[src/pg_seq_defs.vh]
// Constants for the power-good and fault sequencer: timing, register map,
// field positions and reset values. Definitions only, no logic.
// Operation
// - Open-drain power-good pin is the wired-OR of all three outputs.
// - In run state power-good is released to high impedance while any output slews.
// - At startup power-good stays low until boot voltage, then 20us more.
// - Boot voltage code is captured when power-good first goes high.
// - Captured boot code clears on each rising edge of shutdown input.
// - Power-good is driven low during shutdown.
// - Skip mode blanks upper threshold in down slews till regulated.
// - Power-ok fall: power-good low during slew to boot code, then 20us.
// - Both high-side gate outputs are held low in shutdown.
// - Low-side gates low in shutdown, forced high on output overvoltage.
// - In skip mode low-side gate turns off after inductor zero crossing.
// - Thermal-fault pin pulls low while thermistor input is below 1.5V.
// - Thermal-fault output is high impedance during shutdown.
// - Supply lockout latches; cleared by power cycle or shutdown toggle.
// - Power-ok low after shutdown release: serial pins select boot code.
// - Later rising edge of power-ok leaves stored boot code unchanged.
`ifndef PG_SEQ_DEFS_VH
`define PG_SEQ_DEFS_VH

// Hold-off time and system clock
`define HOLD_TIME_NS    20000
`define CLK_PERIOD_NS   40
`define HOLD_CYCLES     ((`HOLD_TIME_NS + `CLK_PERIOD_NS - 1) / `CLK_PERIOD_NS)

// Thermal trip point, realised by the analog comparator
`define THERM_TRIP_MV   1500
`define THERM_TRIP_PCT  30

// Register byte offsets
`define REG_CTRL        8'h00
`define REG_STATUS      8'h04
`define REG_BOOT        8'h08

// Control fields and reset value
`define CTRL_SKIP_LSB   0
`define CTRL_RESET      3'h0

// Status fields
`define ST_STATE_LSB    0
`define ST_PG_HIGH      3
`define ST_BOOTED       4
`define ST_UVLO         5
`define ST_HOT          6
`define ST_SHUT         7

// AXI responses
`define RESP_OKAY       2'h0
`define RESP_DECERR     2'h3

`endif

[src/pin_sync3.v]
// Three-flop synchroniser for asynchronous pins and comparator outputs.
// Assumes nothing of its inputs; output follows once stages two and three agree.
`timescale 1ns/1ns
`default_nettype none
module pin_sync3 #(
	parameter WIDTH = 1
)(
	// Clock and reset
	input  wire             clk_i,
	input  wire             nrst_i,
	// Pins
	input  wire [WIDTH-1:0] async_i,
	output reg  [WIDTH-1:0] level_o
);
	reg [WIDTH-1:0] stage1;
	reg [WIDTH-1:0] stage2;
	reg [WIDTH-1:0] stage3;

	// Disagreeing bits keep their old level, which filters one-cycle glitches
	always @(posedge clk_i or negedge nrst_i)
	begin
		if (!nrst_i)
		begin
			stage1  <= {WIDTH{1'b0}};
			stage2  <= {WIDTH{1'b0}};
			stage3  <= {WIDTH{1'b0}};
			level_o <= {WIDTH{1'b0}};
		end
		else
		begin
			stage1  <= async_i;
			stage2  <= stage1;
			stage3  <= stage2;
			level_o <= (stage2 & stage3) | (level_o & (stage2 ^ stage3));
		end
	end
endmodule // pin_sync3
`default_nettype wire

[src/holdoff_timer.v]
// Hold-off counter for the power-good extension.
// Assumes start_i is a one-cycle pulse on the same clock.
`timescale 1ns/1ns
`default_nettype none
module holdoff_timer #(
	parameter CYCLES = 500,
	parameter WIDTH  = 16
)(
	// Clock and reset
	input  wire clk_i,
	input  wire nrst_i,
	// Control
	input  wire start_i,
	output reg  expire_o
);
	localparam integer     LAST_I = CYCLES - 1;
	localparam [WIDTH-1:0] LAST   = LAST_I[WIDTH-1:0];

	reg [WIDTH-1:0] count;
	reg             running;

	// A new start reloads the count even mid-run
	always @(posedge clk_i or negedge nrst_i)
	begin
		if (!nrst_i)
		begin
			count    <= {WIDTH{1'b0}};
			running  <= 1'b0;
			expire_o <= 1'b0;
		end
		else if (start_i)
		begin
			count    <= LAST;
			running  <= 1'b1;
			expire_o <= 1'b0;
		end
		else if (running && count == {WIDTH{1'b0}})
		begin
			running  <= 1'b0;
			expire_o <= 1'b1;
		end
		else
		begin
			count    <= running ? count - 1'b1 : count;
			expire_o <= 1'b0;
		end
	end
endmodule // holdoff_timer
`default_nettype wire

[src/power_good_fault_sequencer.v]
// Power-good, gate-drive override, thermal and lockout supervision.
// Assumes comparator outputs and pins are asynchronous; the slew controller
// and PWM requests run on CLK_SYS_I. Registers over AXI4-Lite.
`timescale 1ns/1ns
`default_nettype none
`include "pg_seq_defs.vh"
module power_good_fault_sequencer #(
	parameter HOLD_CYCLES = `HOLD_CYCLES
)(
	// Clock and reset
	input  wire        CLK_SYS_I,
	input  wire        NRST_I,
	// Host pins
	input  wire        SHUTDOWN_IN_N_I,
	input  wire        SYSTEM_POWER_OK_IN_I,
	input  wire        SERIAL_VID_CLOCK_PIN_I,
	input  wire        SERIAL_VID_DATA_PIN_I,
	// Analog comparators
	input  wire        THERMISTOR_SENSE_IN_I,
	input  wire        VCC_UVLO_I,
	input  wire [2:0]  REG_LOWER_OK_I,
	input  wire [2:0]  REG_UPPER_OVER_I,
	input  wire [1:0]  OVERVOLTAGE_I,
	input  wire [1:0]  ZERO_CROSS_I,
	// Slew controller
	input  wire [2:0]  SLEWING_I,
	input  wire [2:0]  SLEW_DOWN_I,
	input  wire        AT_BOOT_CODE_I,
	output reg         BOOT_SLEW_REQ_O,
	output reg  [1:0]  VOLTAGE_CODE_BOOT_O,
	// PWM requests
	input  wire [1:0]  HIGH_SIDE_REQ_I,
	input  wire [1:0]  LOW_SIDE_REQ_I,
	// Gate drives
	output reg         HIGH_SIDE_GATE_A_O,
	output reg         HIGH_SIDE_GATE_B_O,
	output reg         LOW_SIDE_GATE_A_O,
	output reg         LOW_SIDE_GATE_B_O,
	// Open-drain outputs
	output wire        POWER_GOOD_OUT_O,
	output reg         POWER_GOOD_OUT_OE_N_O,
	output wire        THERMAL_FAULT_OUT_N_O,
	output reg         THERMAL_FAULT_OUT_N_OE_N_O,
	// AXI4-Lite slave
	input  wire [7:0]  S_AXI_AWADDR,
	input  wire        S_AXI_AWVALID,
	output wire        S_AXI_AWREADY,
	input  wire [31:0] S_AXI_WDATA,
	input  wire [3:0]  S_AXI_WSTRB,
	input  wire        S_AXI_WVALID,
	output wire        S_AXI_WREADY,
	output reg  [1:0]  S_AXI_BRESP,
	output reg         S_AXI_BVALID,
	input  wire        S_AXI_BREADY,
	input  wire [7:0]  S_AXI_ARADDR,
	input  wire        S_AXI_ARVALID,
	output wire        S_AXI_ARREADY,
	output reg  [31:0] S_AXI_RDATA,
	output reg  [1:0]  S_AXI_RRESP,
	output reg         S_AXI_RVALID,
	input  wire        S_AXI_RREADY
);
	localparam [2:0] ST_OFF   = 3'h0;
	localparam [2:0] ST_BOOT  = 3'h1;
	localparam [2:0] ST_HOLD  = 3'h2;
	localparam [2:0] ST_RUN   = 3'h3;
	localparam [2:0] ST_LSLEW = 3'h4;
	localparam [2:0] ST_LHOLD = 3'h5;

	function is_reg;
		input [7:0] addr;
		input [7:0] offset;
		begin
			is_reg = (addr[7:2] == offset[7:2]);
		end
	endfunction

	wire [15:0] sync_level;
	wire        shutdown_in_ok;
	wire        pok;
	wire [1:0]  serial_pins;
	wire        hot;
	wire        uvlo;
	wire [2:0]  lower_ok;
	wire [2:0]  upper_over;
	wire [1:0]  ovp;
	wire [1:0]  zc;

	pin_sync3 #(
		.WIDTH (16)
	) u_sync (
		.clk_i   (CLK_SYS_I),
		.nrst_i  (NRST_I),
		.async_i ({SHUTDOWN_IN_N_I, SYSTEM_POWER_OK_IN_I,
			SERIAL_VID_CLOCK_PIN_I, SERIAL_VID_DATA_PIN_I,
			THERMISTOR_SENSE_IN_I, VCC_UVLO_I, REG_LOWER_OK_I,
			REG_UPPER_OVER_I, OVERVOLTAGE_I, ZERO_CROSS_I}),
		.level_o (sync_level)
	);

	assign shutdown_in_ok     = sync_level[15];
	assign pok         = sync_level[14];
	assign serial_pins = sync_level[13:12];
	assign hot         = sync_level[11];
	assign uvlo        = sync_level[10];
	assign lower_ok    = sync_level[9:7];
	assign upper_over  = sync_level[6:4];
	assign ovp         = sync_level[3:2];
	assign zc          = sync_level[1:0];

	reg  [2:0] state;
	reg  [2:0] next_state;
	reg  [2:0] skip_mode;
	reg  [2:0] blank;
	reg        shutdown_in_prev;
	reg        pok_prev;
	reg        uvlo_latched;
	reg        booted;
	reg  [1:0] live_code;
	reg  [1:0] stored_code;
	reg  [1:0] zc_off;
	wire       hold_done;
	wire       shut;
	wire       slew_any;
	wire       pok_fall;
	wire       shutdown_in_toggle;
	wire [2:0] reg_good;
	wire       all_good;
	wire       pg_high;
	wire       hold_start;

	// Lockout acts like shutdown until cleared
	assign shut        = ~shutdown_in_ok | uvlo_latched;
	assign slew_any    = |SLEWING_I;
	assign pok_fall    = pok_prev & ~pok;
	assign shutdown_in_toggle = shutdown_in_ok ^ shutdown_in_prev;
	// Any regulator out of window pulls the shared pin low
	assign reg_good    = lower_ok & ~(upper_over & ~blank);
	assign all_good    = &reg_good;
	// Pin is also high while released for a slew
	assign pg_high     = (state == ST_RUN) & (all_good | slew_any);
	assign hold_start  = (next_state == ST_HOLD && state != ST_HOLD) ||
		(next_state == ST_LHOLD && state != ST_LHOLD);

	holdoff_timer #(
		.CYCLES (HOLD_CYCLES),
		.WIDTH  (16)
	) u_hold (
		.clk_i    (CLK_SYS_I),
		.nrst_i   (NRST_I),
		.start_i  (hold_start),
		.expire_o (hold_done)
	);

	always @*
	begin
		next_state = state;
		case (state)
			ST_OFF:
				next_state = ST_BOOT;
			ST_BOOT:
				if (AT_BOOT_CODE_I && !slew_any)
					next_state = ST_HOLD;
			ST_HOLD:
				if (hold_done)
					next_state = ST_RUN;
			ST_RUN:
				if (booted && pok_fall)
					next_state = ST_LSLEW;
			ST_LSLEW:
				if (AT_BOOT_CODE_I && !slew_any)
					next_state = ST_LHOLD;
			ST_LHOLD:
				if (pok_fall)
					next_state = ST_LSLEW;
				else if (hold_done)
					next_state = ST_RUN;
			default:
				next_state = ST_OFF;
		endcase
		if (shut)
			next_state = ST_OFF;
	end

	always @(posedge CLK_SYS_I or negedge NRST_I)
	begin
		if (!NRST_I)
		begin
			state        <= ST_OFF;
			shutdown_in_prev    <= 1'b0;
			pok_prev     <= 1'b0;
			uvlo_latched <= 1'b0;
			blank        <= 3'h0;
			zc_off       <= 2'h0;
		end
		else
		begin
			state     <= next_state;
			shutdown_in_prev <= shutdown_in_ok;
			pok_prev  <= pok;
			// Set wins over a toggle in the same cycle
			uvlo_latched <= (uvlo & shutdown_in_ok & (state != ST_OFF)) |
				(uvlo_latched & ~shutdown_in_toggle);
			blank <= (skip_mode & SLEWING_I & SLEW_DOWN_I) |
				(blank & ~(lower_ok & ~upper_over & ~SLEWING_I));
			// Sync delay of four cycles shortens the diode-free window
			zc_off <= {2{~shut}} & skip_mode[1:0] &
				(zc | (zc_off & ~HIGH_SIDE_REQ_I));
		end
	end

	// Boot select and capture
	always @(posedge CLK_SYS_I or negedge NRST_I)
	begin
		if (!NRST_I)
		begin
			live_code   <= 2'h0;
			stored_code <= 2'h0;
			booted      <= 1'b0;
		end
		else
		begin
			if (!shut && !pok && !booted)
				live_code <= serial_pins;
			if (shutdown_in_ok && !shutdown_in_prev)
			begin
				stored_code <= 2'h0;
				booted      <= 1'b0;
			end
			else if (pg_high && !booted)
			begin
				stored_code <= live_code;
				booted      <= 1'b1;
			end
		end
	end

	// Pins and gate drives
	assign POWER_GOOD_OUT_O      = 1'b0;
	assign THERMAL_FAULT_OUT_N_O = 1'b0;

	always @(posedge CLK_SYS_I or negedge NRST_I)
	begin
		if (!NRST_I)
		begin
			POWER_GOOD_OUT_OE_N_O      <= 1'b0;
			THERMAL_FAULT_OUT_N_OE_N_O <= 1'b1;
			BOOT_SLEW_REQ_O            <= 1'b0;
			VOLTAGE_CODE_BOOT_O        <= 2'h0;
			HIGH_SIDE_GATE_A_O         <= 1'b0;
			HIGH_SIDE_GATE_B_O         <= 1'b0;
			LOW_SIDE_GATE_A_O          <= 1'b0;
			LOW_SIDE_GATE_B_O          <= 1'b0;
		end
		else
		begin
			if (next_state != ST_RUN)
				POWER_GOOD_OUT_OE_N_O <= 1'b0;
			else if (slew_any)
				POWER_GOOD_OUT_OE_N_O <= 1'b1;
			else
				POWER_GOOD_OUT_OE_N_O <= all_good;
			THERMAL_FAULT_OUT_N_OE_N_O <= shut | ~hot;
			BOOT_SLEW_REQ_O     <= (next_state == ST_LSLEW);
			VOLTAGE_CODE_BOOT_O <= booted ? stored_code : live_code;
			HIGH_SIDE_GATE_A_O  <= ~shut & HIGH_SIDE_REQ_I[0];
			HIGH_SIDE_GATE_B_O  <= ~shut & HIGH_SIDE_REQ_I[1];
			LOW_SIDE_GATE_A_O   <= ~shut & (ovp[0] |
				(LOW_SIDE_REQ_I[0] & ~zc_off[0]));
			LOW_SIDE_GATE_B_O   <= ~shut & (ovp[1] |
				(LOW_SIDE_REQ_I[1] & ~zc_off[1]));
		end
	end

	// Register slave: write address and data are taken together
	wire       wr_take;
	wire       rd_take;
	reg [31:0] rd_word;

	assign wr_take       = S_AXI_AWVALID & S_AXI_WVALID & ~S_AXI_BVALID;
	assign S_AXI_AWREADY = wr_take;
	assign S_AXI_WREADY  = wr_take;
	assign rd_take       = S_AXI_ARVALID & ~S_AXI_RVALID;
	assign S_AXI_ARREADY = rd_take;

	always @*
	begin
		rd_word = 32'h0000_0000;
		if (is_reg(S_AXI_ARADDR, `REG_CTRL))
			rd_word[2:0] = skip_mode;
		else if (is_reg(S_AXI_ARADDR, `REG_STATUS))
		begin
			rd_word[`ST_STATE_LSB+2:`ST_STATE_LSB] = state;
			rd_word[`ST_PG_HIGH] = pg_high;
			rd_word[`ST_BOOTED]  = booted;
			rd_word[`ST_UVLO]    = uvlo_latched;
			rd_word[`ST_HOT]     = hot;
			rd_word[`ST_SHUT]    = shut;
		end
		else if (is_reg(S_AXI_ARADDR, `REG_BOOT))
			rd_word[3:0] = {live_code, stored_code};
	end

	always @(posedge CLK_SYS_I or negedge NRST_I)
	begin
		if (!NRST_I)
		begin
			skip_mode    <= `CTRL_RESET;
			S_AXI_BVALID <= 1'b0;
			S_AXI_BRESP  <= `RESP_OKAY;
			S_AXI_RVALID <= 1'b0;
			S_AXI_RRESP  <= `RESP_OKAY;
			S_AXI_RDATA  <= 32'h0000_0000;
		end
		else
		begin
			if (wr_take)
			begin
				S_AXI_BVALID <= 1'b1;
				if (is_reg(S_AXI_AWADDR, `REG_CTRL))
				begin
					S_AXI_BRESP <= `RESP_OKAY;
					if (S_AXI_WSTRB[0])
						skip_mode <= S_AXI_WDATA[`CTRL_SKIP_LSB+2:`CTRL_SKIP_LSB];
				end
				else if (is_reg(S_AXI_AWADDR, `REG_STATUS) ||
					is_reg(S_AXI_AWADDR, `REG_BOOT))
					S_AXI_BRESP <= `RESP_OKAY;
				else
					S_AXI_BRESP <= `RESP_DECERR;
			end
			else if (S_AXI_BREADY)
				S_AXI_BVALID <= 1'b0;
			if (rd_take)
			begin
				S_AXI_RVALID <= 1'b1;
				S_AXI_RDATA  <= rd_word;
				if (is_reg(S_AXI_ARADDR, `REG_CTRL) ||
					is_reg(S_AXI_ARADDR, `REG_STATUS) ||
					is_reg(S_AXI_ARADDR, `REG_BOOT))
					S_AXI_RRESP <= `RESP_OKAY;
				else
					S_AXI_RRESP <= `RESP_DECERR;
			end
			else if (S_AXI_RREADY)
				S_AXI_RVALID <= 1'b0;
		end
	end
endmodule // power_good_fault_sequencer
`default_nettype wire

[config.mk]
export PLATFORM = sky130hd
export DESIGN_NAME = power_good_fault_sequencer
export DESIGN_NICKNAME = d
export VERILOG_FILES = /design/src/pin_sync3.v /design/src/holdoff_timer.v /design/src/power_good_fault_sequencer.v
export VERILOG_INCLUDE_DIRS = /design/src
export SDC_FILE = /design/constraint.sdc
export NUM_CORES = 1
export LEC_CHECK = 0
export BUFFER_PORTS_ARGS = -buffer_cell sky130_fd_sc_hd__buf_2
export CORE_MARGIN = 2
export CORE_UTILIZATION = 25
export DETAILED_ROUTE_END_ITERATION = 8
export PLACE_DENSITY = 0.56
export SETUP_SLACK_MARGIN = 0.3
export SLEW_MARGIN = 15
export SYNTH_ARGS = -nofsm -noshare
export SYNTH_HDL_FRONTEND = slang
export SYNTH_SLANG_ARGS = --single-unit
[constraint.sdc]
create_clock -name CLK_SYS_I -period 5.3 [get_ports CLK_SYS_I]
set_input_delay 1.06 -clock CLK_SYS_I [delete_from_list [all_inputs] [get_ports CLK_SYS_I]]
set_output_delay 1.06 -clock CLK_SYS_I [all_outputs]
set_load 0.1 [all_outputs]
---- Word level (Yosys, flattened, before mapping) ----
Index checks and enable logic that the tools add are counted.
storage, ports and cells
  bits in registers ....................... 124
  bits in latches ......................... 0
  RAM bits ................................ 0
  ROM bits ................................ 0
  input bits .............................. 86
  output and inout bits ................... 52
  logic and storage cells ................. 164
  memories ................................ 0
cells by class
  $add $sub $neg .......................... 1
  $mul .................................... 0
  divide/modulo/power cells ............... 0
  $lt $le $gt $ge ......................... 0
  equality and inequality tests ........... 16
  shift-type cells ........................ 0
  muxes and demuxes ....................... 33
  bitwise gates (word level) .............. 52
  reductions and logical operators ........ 32
operators by type and width
  kind                                                                      count
  16-bit two-way mux                                                        3
  16-bit AND                                                                2
  3-bit AND                                                                 7
  3-bit two-way mux                                                         7
  3-bit one-hot mux with 6 select lines                                     1
  16-bit logical NOT                                                        1
  16-bit OR                                                                 1
  16-bit by 1-bit subtractor with 16-bit output (second input constant)     1
  16-bit bitwise XOR                                                        1
  3-bit NOT                                                                 5
  1-bit AND                                                                 14
  3-bit == test (second input constant)                                     4
  6-bit by 1-bit == test with 1-bit output (second input constant)          2
  6-bit by 2-bit == test with 1-bit output (second input constant)          2
  6-bit logical NOT                                                         2
  1-bit two-way mux                                                         12
  2-bit two-way mux                                                         6
  4-bit two-way mux                                                         3
  2-bit nonzero test                                                        5
  3-bit by 2-bit == test with 1-bit output (second input constant)          3
  1-bit logical AND                                                         9
  1-bit NOT                                                                 9
  2-bit AND                                                                 3
  3-bit by 2-bit inequality test with 1-bit output (second input constant)  2
  other kinds (16)                                                          29

---- Logic depth before layout (Yosys ltp) ----
Gate-level depths: netlist (run 1).
  word-level depth ........................ 11
  gate-level depth with buffers ........... 7
  gate-level depth less buffers ........... 7

---- Cells and area by module ----
From an unflattened synthesis (run 1), not the netlist that was laid out.
second synthesis, totals
  cells, all modules ...................... 408
  area, all modules ....................... 5,018.6 um^2
modules (own cells, without submodules)
  module                      instances  cells each  area an instance (um^2)  seq. area each (um^2)
  power_good_fault_sequencer  1          211         2,109.5                  1,002.2
  pin_sync3                   1          96          1,921.8                  1,601.5
  holdoff_timer               1          101         987.2                    450.4

---- Worst setup path after synthesis (run 1) ----
No wires, ideal clock.
  path kind ............................... input-to-output
  start point ............................. input port S_AXI_AWVALID
  end point ............................... output port S_AXI_WREADY
  arrival time ............................ 2,204 ps
  slack ................................... 2,036 ps
  cell stages on the path ................. 3
  buffers on the path ..................... 1
  path through ............................ nand3_1 inv_1 buf_4
between the ends
  longest elaborated chain between the ends .. 2
RTL lines
  item                    line                              source
  start, declared         power_good_fault_sequencer.v:46   input wire S_AXI_AWVALID,
  1-bit AND (2 in a row)  power_good_fault_sequencer.v:280  assign wr_take = S_AXI_AWVALID & S_AXI_WVALID & ~S_AXI_BVALID;
  end, declared           power_good_fault_sequencer.v:51   output wire S_AXI_WREADY,
No other way between the ends.

---- Final worst setup path (run 1) ----
  start point ............................. input port S_AXI_ARVALID
  end point ............................... output port S_AXI_ARREADY
between the ends
  longest elaborated chain between the ends .. 1
RTL lines
  item             line                              source
  start, declared  power_good_fault_sequencer.v:56   input wire S_AXI_ARVALID,
  1-bit AND        power_good_fault_sequencer.v:283  assign rd_take = S_AXI_ARVALID & ~S_AXI_RVALID;
  end, declared    power_good_fault_sequencer.v:57   output wire S_AXI_ARREADY,
No other way between the ends.

==> results of run 1 <==
==> placed cells by master (no fill, tap or decap), drive strengths merged, types with 11 or more instances in the layout <==
master | synthesis | layout
a21o | 17 | 17
nand2 | 19 | 19
nor3 | 17 | 17
buf | 31 | 77
dfrtp | 121 | 121
xnor2 | 12 | 12
o21ai | 11 | 11
inv | 13 | 13
a21oi | 20 | 20
clkbuf | 3 | 23
conb | 1 | 26
ha | 18 | 18
nor2 | 23 | 23
==> final timing paths <==
| check | startpoint | endpoint | slack [ns] | cells after the start |
|---|---|---|---|---|
| worst min register to register | u_sync.stage1[12]$_DFF_PN0_ | u_sync.stage2[12]$_DFF_PN0_ | 0.35 | 0 |
| min in group asynchronous | NRST_I | u_sync.stage2[4]$_DFF_PN0_ | 0.64 | 1 |
| worst min-delay path | u_sync.stage1[12]$_DFF_PN0_ | u_sync.stage2[12]$_DFF_PN0_ | 0.35 | 0 |
| worst max-delay path | S_AXI_ARVALID | S_AXI_ARREADY | 2.33 | 4 |
| max in group asynchronous | NRST_I | THERMAL_FAULT_OUT_N_OE_N_O$_DFF_PN1_ | 3.73 | 2 |
| worst max register to register | u_hold.count[10]$_DFFE_PN0P_ | u_hold.count[10]$_DFFE_PN0P_ | 3.00 | 5 |
==> state kept, by name (all words and copies together), names as in the netlist, 2 cells and up <==
name and cells:
u_sync.stage3 16, stored_code 2, blank 3, u_sync.stage2 16, skip_mode 3, u_sync.level_o 16, u_hold.count 16, state 3
zc_off 2, u_sync.stage1 16, VOLTAGE_CODE_BOOT_O 2, live_code 2, S_AXI_RDATA 8
==> stage by stage <==
step | setup WS [ns] | instance area (sq um) | util, % | total power, uW | hold slack [ns]
3_5_place_dp | 2.32 | 5490 | 28.3 | 1550 | 0.335
3_3_place_gp | 2.33 | 5490 | 28.3 | 1530 | 0.332
5_1_grt | 2.23 | 6100 | 31.5 | 2840 | 0.349
6_report | 2.33 | 6100 | 31.5 | 2710 | 0.346
2_1_floorplan | 2.04 | 5010 | - | 1460 | 0.331
4_1_cts | 2.32 | 6100 | 31.5 | 2760 | 0.347
==> logic make-up (layout without fill, tap and decap cells) <==
| family | count (synthesis) | in the layout | share of synthesized area, % |
|---|---|---|---|
| buffers and inverters | 47 | 121 | 5.86 |
| AND/OR/NAND/NOR | 108 | 108 | 12.6 |
| adder cells (fa/ha/maj) | 18 | 18 | 4.58 |
| XOR/XNOR | 12 | 12 | 2.14 |
| other | 1 | 26 | 0.0763 |
| multiplexers | 12 | 12 | 2.62 |
| AO/OA/AOI/OAI | 70 | 70 | 9.91 |
| flip-flops | 122 | 122 | 62.2 |
==> layer usage <==
| layer | vias up | wire length [um] | global-route usage [%] |
|---|---|---|---|
| li1 | 1496 | - | - |
| met1 | 1512 | 4400 | 12.2 |
| met2 | 101 | 4340 | 15.6 |
| met3 | 17 | 594 | 3.81 |
| met4 | 2 | 220 | 5.37 |
| met5 | - | 12 | 0 |
==> power by group <==
part	leakage [uW]	switching, uW	total (uW)	internal, uW
combinational	0.00113	335	443	109
clock	0.000297	379	1180	805
sequential	0.00150	64.1	1090	1020
total	0.00293	778	2710	1930
==> critical path, delay by kind of cell <==
family | cells | cell delay (ns)
buffers and inverters | 3 | 0.62
and+or+nand+nor | 1 | 0.24
==> area by class of cell <==
cell class / count / area (sq um)
Clock inverter: 8 / 143
Tap cell: 265 / 332
Inverter: 13 / 48.8
Timing Repair Buffer: 77 / 393
Fill cell: 1939 / 13300
Clock buffer: 23 / 468
Multi-Input combinational cell: 246 / 1660
Sequential cell: 122 / 3050
==> summary.md, run 1 <==
| Metric | Value |
|---|---|
| Run status | `complete, no violations` |
| Via count | `about 3,100` |
| CP required | `around 4.2 ns` |
| Iteration-0 DRC Markers | `90` |
| Htree depth | `4` |
| Worst-margin pin slew | `0.779 ns` |
| Async S/R FF share, synth | `100%` |
| Die boundary width | `about 140 um` |
| Number of flops mapped to enable cells by yosys | `0` |
| Top-area cell type share of the netlist area | `about 62%` |
| Gr ovfl total | `0` |
| Top cells by count, synth | `dfrtp_1, buf_4, nor2_1` |
| Max-slew violations | `0` |
| Initial antenna violation count | `1` |
| Synth Warn # | `0` |
| Initial DRT Pass Iterations | `6` |
| Top cells by area, synth | `dfrtp_1, ha_1, buf_4` |
| Sequential element share of the synthesized area | `62.2%` |
| Vias per cell | `approximately 4.1` |
| CP peak stage delay | `0.43 ns` |
| Final period util | `56.1%` |
| DRC viols | `0` |
| Mapped Area | `4910 sq um` |
| Max Cap Viol | `0` |
| Later-pin clock latency in the skew report | `0.41 ns` |
| Placed cell count | `slightly above 700` |
| Initial core utilization | `25.3%` |
| DR WL/cell | `between 10 and 15 um` |
| Remaining antenna violation count | `0` |
| Overall Global Routing Usage | `roughly a tenth` |
| RSZ-0062 raised after global routing | `no` |
| CP max stage cell | `buf_2` |
| Clk slew on worst S/H paths | `0.05 ns` |
| Global-route wire length before repair | `15,800 um` |
| Row count | `51` |
| Die area | `20,800 sq um` |
| Critical Path AT | `1.91 ns` |
| Most used cell, CP | `buf_2` |
| Clock Skews | `around 0.0094 ns` |
| Num ports | `~140` |
| Final #Nets | `581` |
| Final setup vio count | `0` |
| Cts hold-fix bufs | `0` |
| Detailed-route wire length | `9560 um` |
| Crit path kind | `input port to primary output` |
| VDD IR max | `0.229 mV` |
| Leakage | `0.00293 uW` |
| Core area | `19,400 sq um` |
| Die Ht | `144 um` |
| CTS tree | `done` |
| RePlAce Congestion | `between 0.7 and 0.8` |
| Dominant cell type by area after synthesis | `dfrtp_1` |
| Non-filler cells, final | `754` |
| Setup bufs post-CTS | `0` |
| Critical path, cell by cell | `buf_2 > nand2b_1 > inv_1 > buf_2` |
| Share of layout cells above drive strength 1 | `26.2%` |
| Critical Path End Type | `primary output` |
| Crit Path Max Fanout | `13` |
| Buffers on Ports | `75` |
| Fmax | `336 MHz` |
| Largest net degree at the start of global routing | `43` |
| Num CTS Buffers | `17` |
| Power per Cell Area | `445 nW/um^2` |
| Post-DP HPWL | `6890 um` |
| Syn_area_per_cell | `about 13 sq um` |
| Yosys reg bits | `roughly 120` |
| HP Class | `flip-flop to flip-flop` |
| Most frequent cell after synthesis | `dfrtp_1` |
| Worst Setup Start Kind | `input port` |
| Crit path time final | `2.97 ns` |
| Clk sinks | `122` |
| Synth Instances | `390` |
| Antenna Cells | `0` |
| Final hold vios | `0` |
| Setup tns final | `0 ns` |
| Synth unique cells | `53` |
| Post-CTS Resized | `0` |
| Ys flop type | `dfrtp_1` |
| Max_slew headroom | `47.4%` |
| CTS root buffer | `clkbuf_16` |
| CTS Buffer Depth | `2` |
| Vias in the first global route | `~3,200` |
| Area growth syn-to-layout | `24.2%` |
No activity file was read; power rests on OpenSTA's default activity.
==> run 2, diff against run 1 <==
Clock period 5.3 ns to 2.88 ns, I/O delays scaled along.
==> run 2 against run 1 <==
  * Total power up 86%
  * Clock power up 88%
  * Non-clock buffer count increased by 1
  * Die area did not move
  * Setup slack got worse by 1.7 ns
  * Global-route usage rose by 0.054 points
  * Largest cell class unchanged
  * Largest power group unchanged
==> summary.md, run 2 (same netlist as run 1, synthesis figures left out) <==
| Metric | Value |
|---|---|
| Run status | `complete, no violations` |
| Area growth syn-to-layout | `25.2%` |
| RePlAce Congestion | `0.787` |
| Share of layout cells above drive strength 1 | `26.7%` |
| CTS root buffer | `clkbuf_16` |
| DP Area | `5530 sq um` |
| Initial core utilization | `25.3%` |
| Fillers | `1,952` |
| Place WS | `0.415 ns` |
| Die Ht | `144 um` |
| Overall Global Routing Usage | `about a tenth` |
| Final period util | `approximately four fifths` |
| Max-slew violations | `0` |
| Row count | `51` |
| Critical Path AT | `around 1.7 ns` |
| Setup tns final | `0 ns` |
| Htree depth | `4` |
| Max Cap Viol | `0` |
| Worst Setup Start Kind | `flip-flop` |
| Clk slew on worst S/H paths | `about 0.05 ns` |
| Clk sinks | `122` |
| Final worst-path setup slack | `0.616 ns` |
| Iteration-0 DRC Markers | `146` |
| Final #Nets | `582` |
| Net Sw Frac | `28.5%` |
| Switch Pwr | `1430 uW` |
| Die area | `20,800 sq um` |
| Initial antenna violation count | `1` |
| CP required | `2.30 ns` |
| Final setup vio count | `0` |
| Remaining antenna violation count | `0` |
| Initial DRT Pass Iterations | `4` |
| Leakage | `0.00294 uW` |
| CP max stage cell | `buf_2` |
| RSZ-0062 raised after global routing | `no` |
| Gate power share | `roughly 16%` |
| Power per Cell Area | `818 nW/um^2` |
| Post-CTS Resized | `0` |
| Final hold vios | `0` |
| CTS tree | `done` |
| CP Buf/Inv Count | `2` |
| CTS Buffer Depth | `2` |
| P_int | `3600 uW` |
| Core area | `19,400 sq um` |
| Crit path kind | `flip-flop to primary output` |
| Via count | `3,128` |
| Multi-input logic area | `1660 sq um` |
| Register Area | `3060 sq um` |
| Vias in the first global route | `between 3,000 and 4,000` |
| DRC viols | `0` |
| CP peak stage delay | `0.43 ns` |
| Antenna Cells | `0` |
| DR WL/cell | `12.5 um` |
| Crit Path Max Fanout | `13` |
| Crit path time final | `2.26 ns` |
| Cts hold-fix bufs | `0` |
| Num CTS Buffers | `17` |
| HP Class | `input port to asynchronous set/reset pin` |
| Vias per cell | `4.14` |
| Detailed-route wire length | `9450 um` |
| VDD IR max | `0.444 mV` |
| Critical path, cell by cell | `nand2b_1 > inv_1 > buf_2` |
| Later-pin clock latency in the skew report | `between 0.4 and 0.5 ns` |
| Global-route wire length before repair | `between 15,000 and 20,000 um` |
| Worst-margin pin slew | `0.778 ns` |
| Clock Skews | `0.00729 ns` |
| Gr ovfl total | `0` |
| Crit path max-delay family | `buffers and inverters` |
| Buffers on Ports | `75` |
| Commonest non-fill, non-tap cell in the layout | `dfrtp_1` |
| Clock power frac | `44.1%` |
| Num ports | `138` |
| Final Cell Area | `6150 sq um` |
| Post-DP HPWL | `~6800 um` |
| Fmax | `442 MHz` |
| Die boundary width | `144 um` |
| Sequential share of power | `39.6%` |
| Max_slew headroom | `47.4%` |
| Critical Path End Type | `primary output` |
| Largest net degree at the start of global routing | `54` |
| Commonest non-fill, non-tap cells in the layout | `dfrtp_1, buf_2, conb_1` |
| Setup bufs post-CTS | `0` |
[run 2: worst paths after layout]
check | start | endpoint | slack (ns) | cells after the start
hold / removal | NRST_I | u_sync.stage2[8]$_DFF_PN0_ | 0.21 | 1
hold reg to reg | u_sync.stage1[15]$_DFF_PN0_ | u_sync.stage2[15]$_DFF_PN0_ | 0.35 | 0
max in group asynchronous | NRST_I | THERMAL_FAULT_OUT_N_OE_N_O$_DFF_PN1_ | 1.97 | 2
min in group CLK_SYS_I | THERMISTOR_SENSE_IN_I | u_sync.stage1[11]$_DFF_PN0_ | 0.26 | 1
setup reg to reg | u_hold.count[10]$_DFFE_PN0P_ | u_hold.count[8]$_DFFE_PN0P_ | 0.70 | 5
setup / recovery | S_AXI_RVALID$_DFFE_PN0P_ | S_AXI_ARREADY | 0.62 | 3
[run 2: cell type report]
type	instances	share of cell area (%)
clock buffer	25	7.89
clock inverter	7	2.24
inverter	13	0.854
multi-input combinational	246	27.0
sequential	122	49.7
tap	265	5.39
timing repair buffer	78	6.91
[run 2: per-layer routing]
metal  global-route usage (%)  up-vias  routed length (um)
met5                        0        -                  13
met4                     4.45        2                 145
met3                     4.70       13                 654
met2                     15.5       99                4300
met1                     12.2     1521                4330
li1                         -     1493                   -
[run 2: through the flow]
stage / total power (uW) / util [%] / hold WS (ns) / cells
6_report: 5030 / 31.7 / 0.215 / 756
4_1_cts: 5120 / 31.7 / 0.221 / 756
2_1_floorplan: 2690 / - / 0.280 / 415
3_3_place_gp: 2830 / 28.5 / 0.332 / 724
3_5_place_dp: 2850 / 28.5 / 0.335 / 724
5_1_grt: 5280 / 31.7 / 0.231 / 756
[run 2: power groups by stage]
| stage | combinational [uW] | sequential, uW | clock [uW] |
|---|---|---|---|
| 2_1_floorplan | 483 | 2200 | 0 |
| 3_3_place_gp | 815 | 2020 | 0 |
| 3_5_place_dp | 828 | 2020 | 0 |
| 4_1_cts | 832 | 1990 | 2290 |
| 5_1_grt | 892 | 2020 | 2370 |
| 6_report | 823 | 1990 | 2220 |
[run 2: worst register-to-register path: cells and delay by family (launching register included)]
| kind | cells | cell delay, ns |
|---|---|---|
| AND/OR/NAND/NOR | 4 | 1.47 |
| XOR/XNOR | 1 | 0.17 |
| flip-flops | 1 | 0.38 |
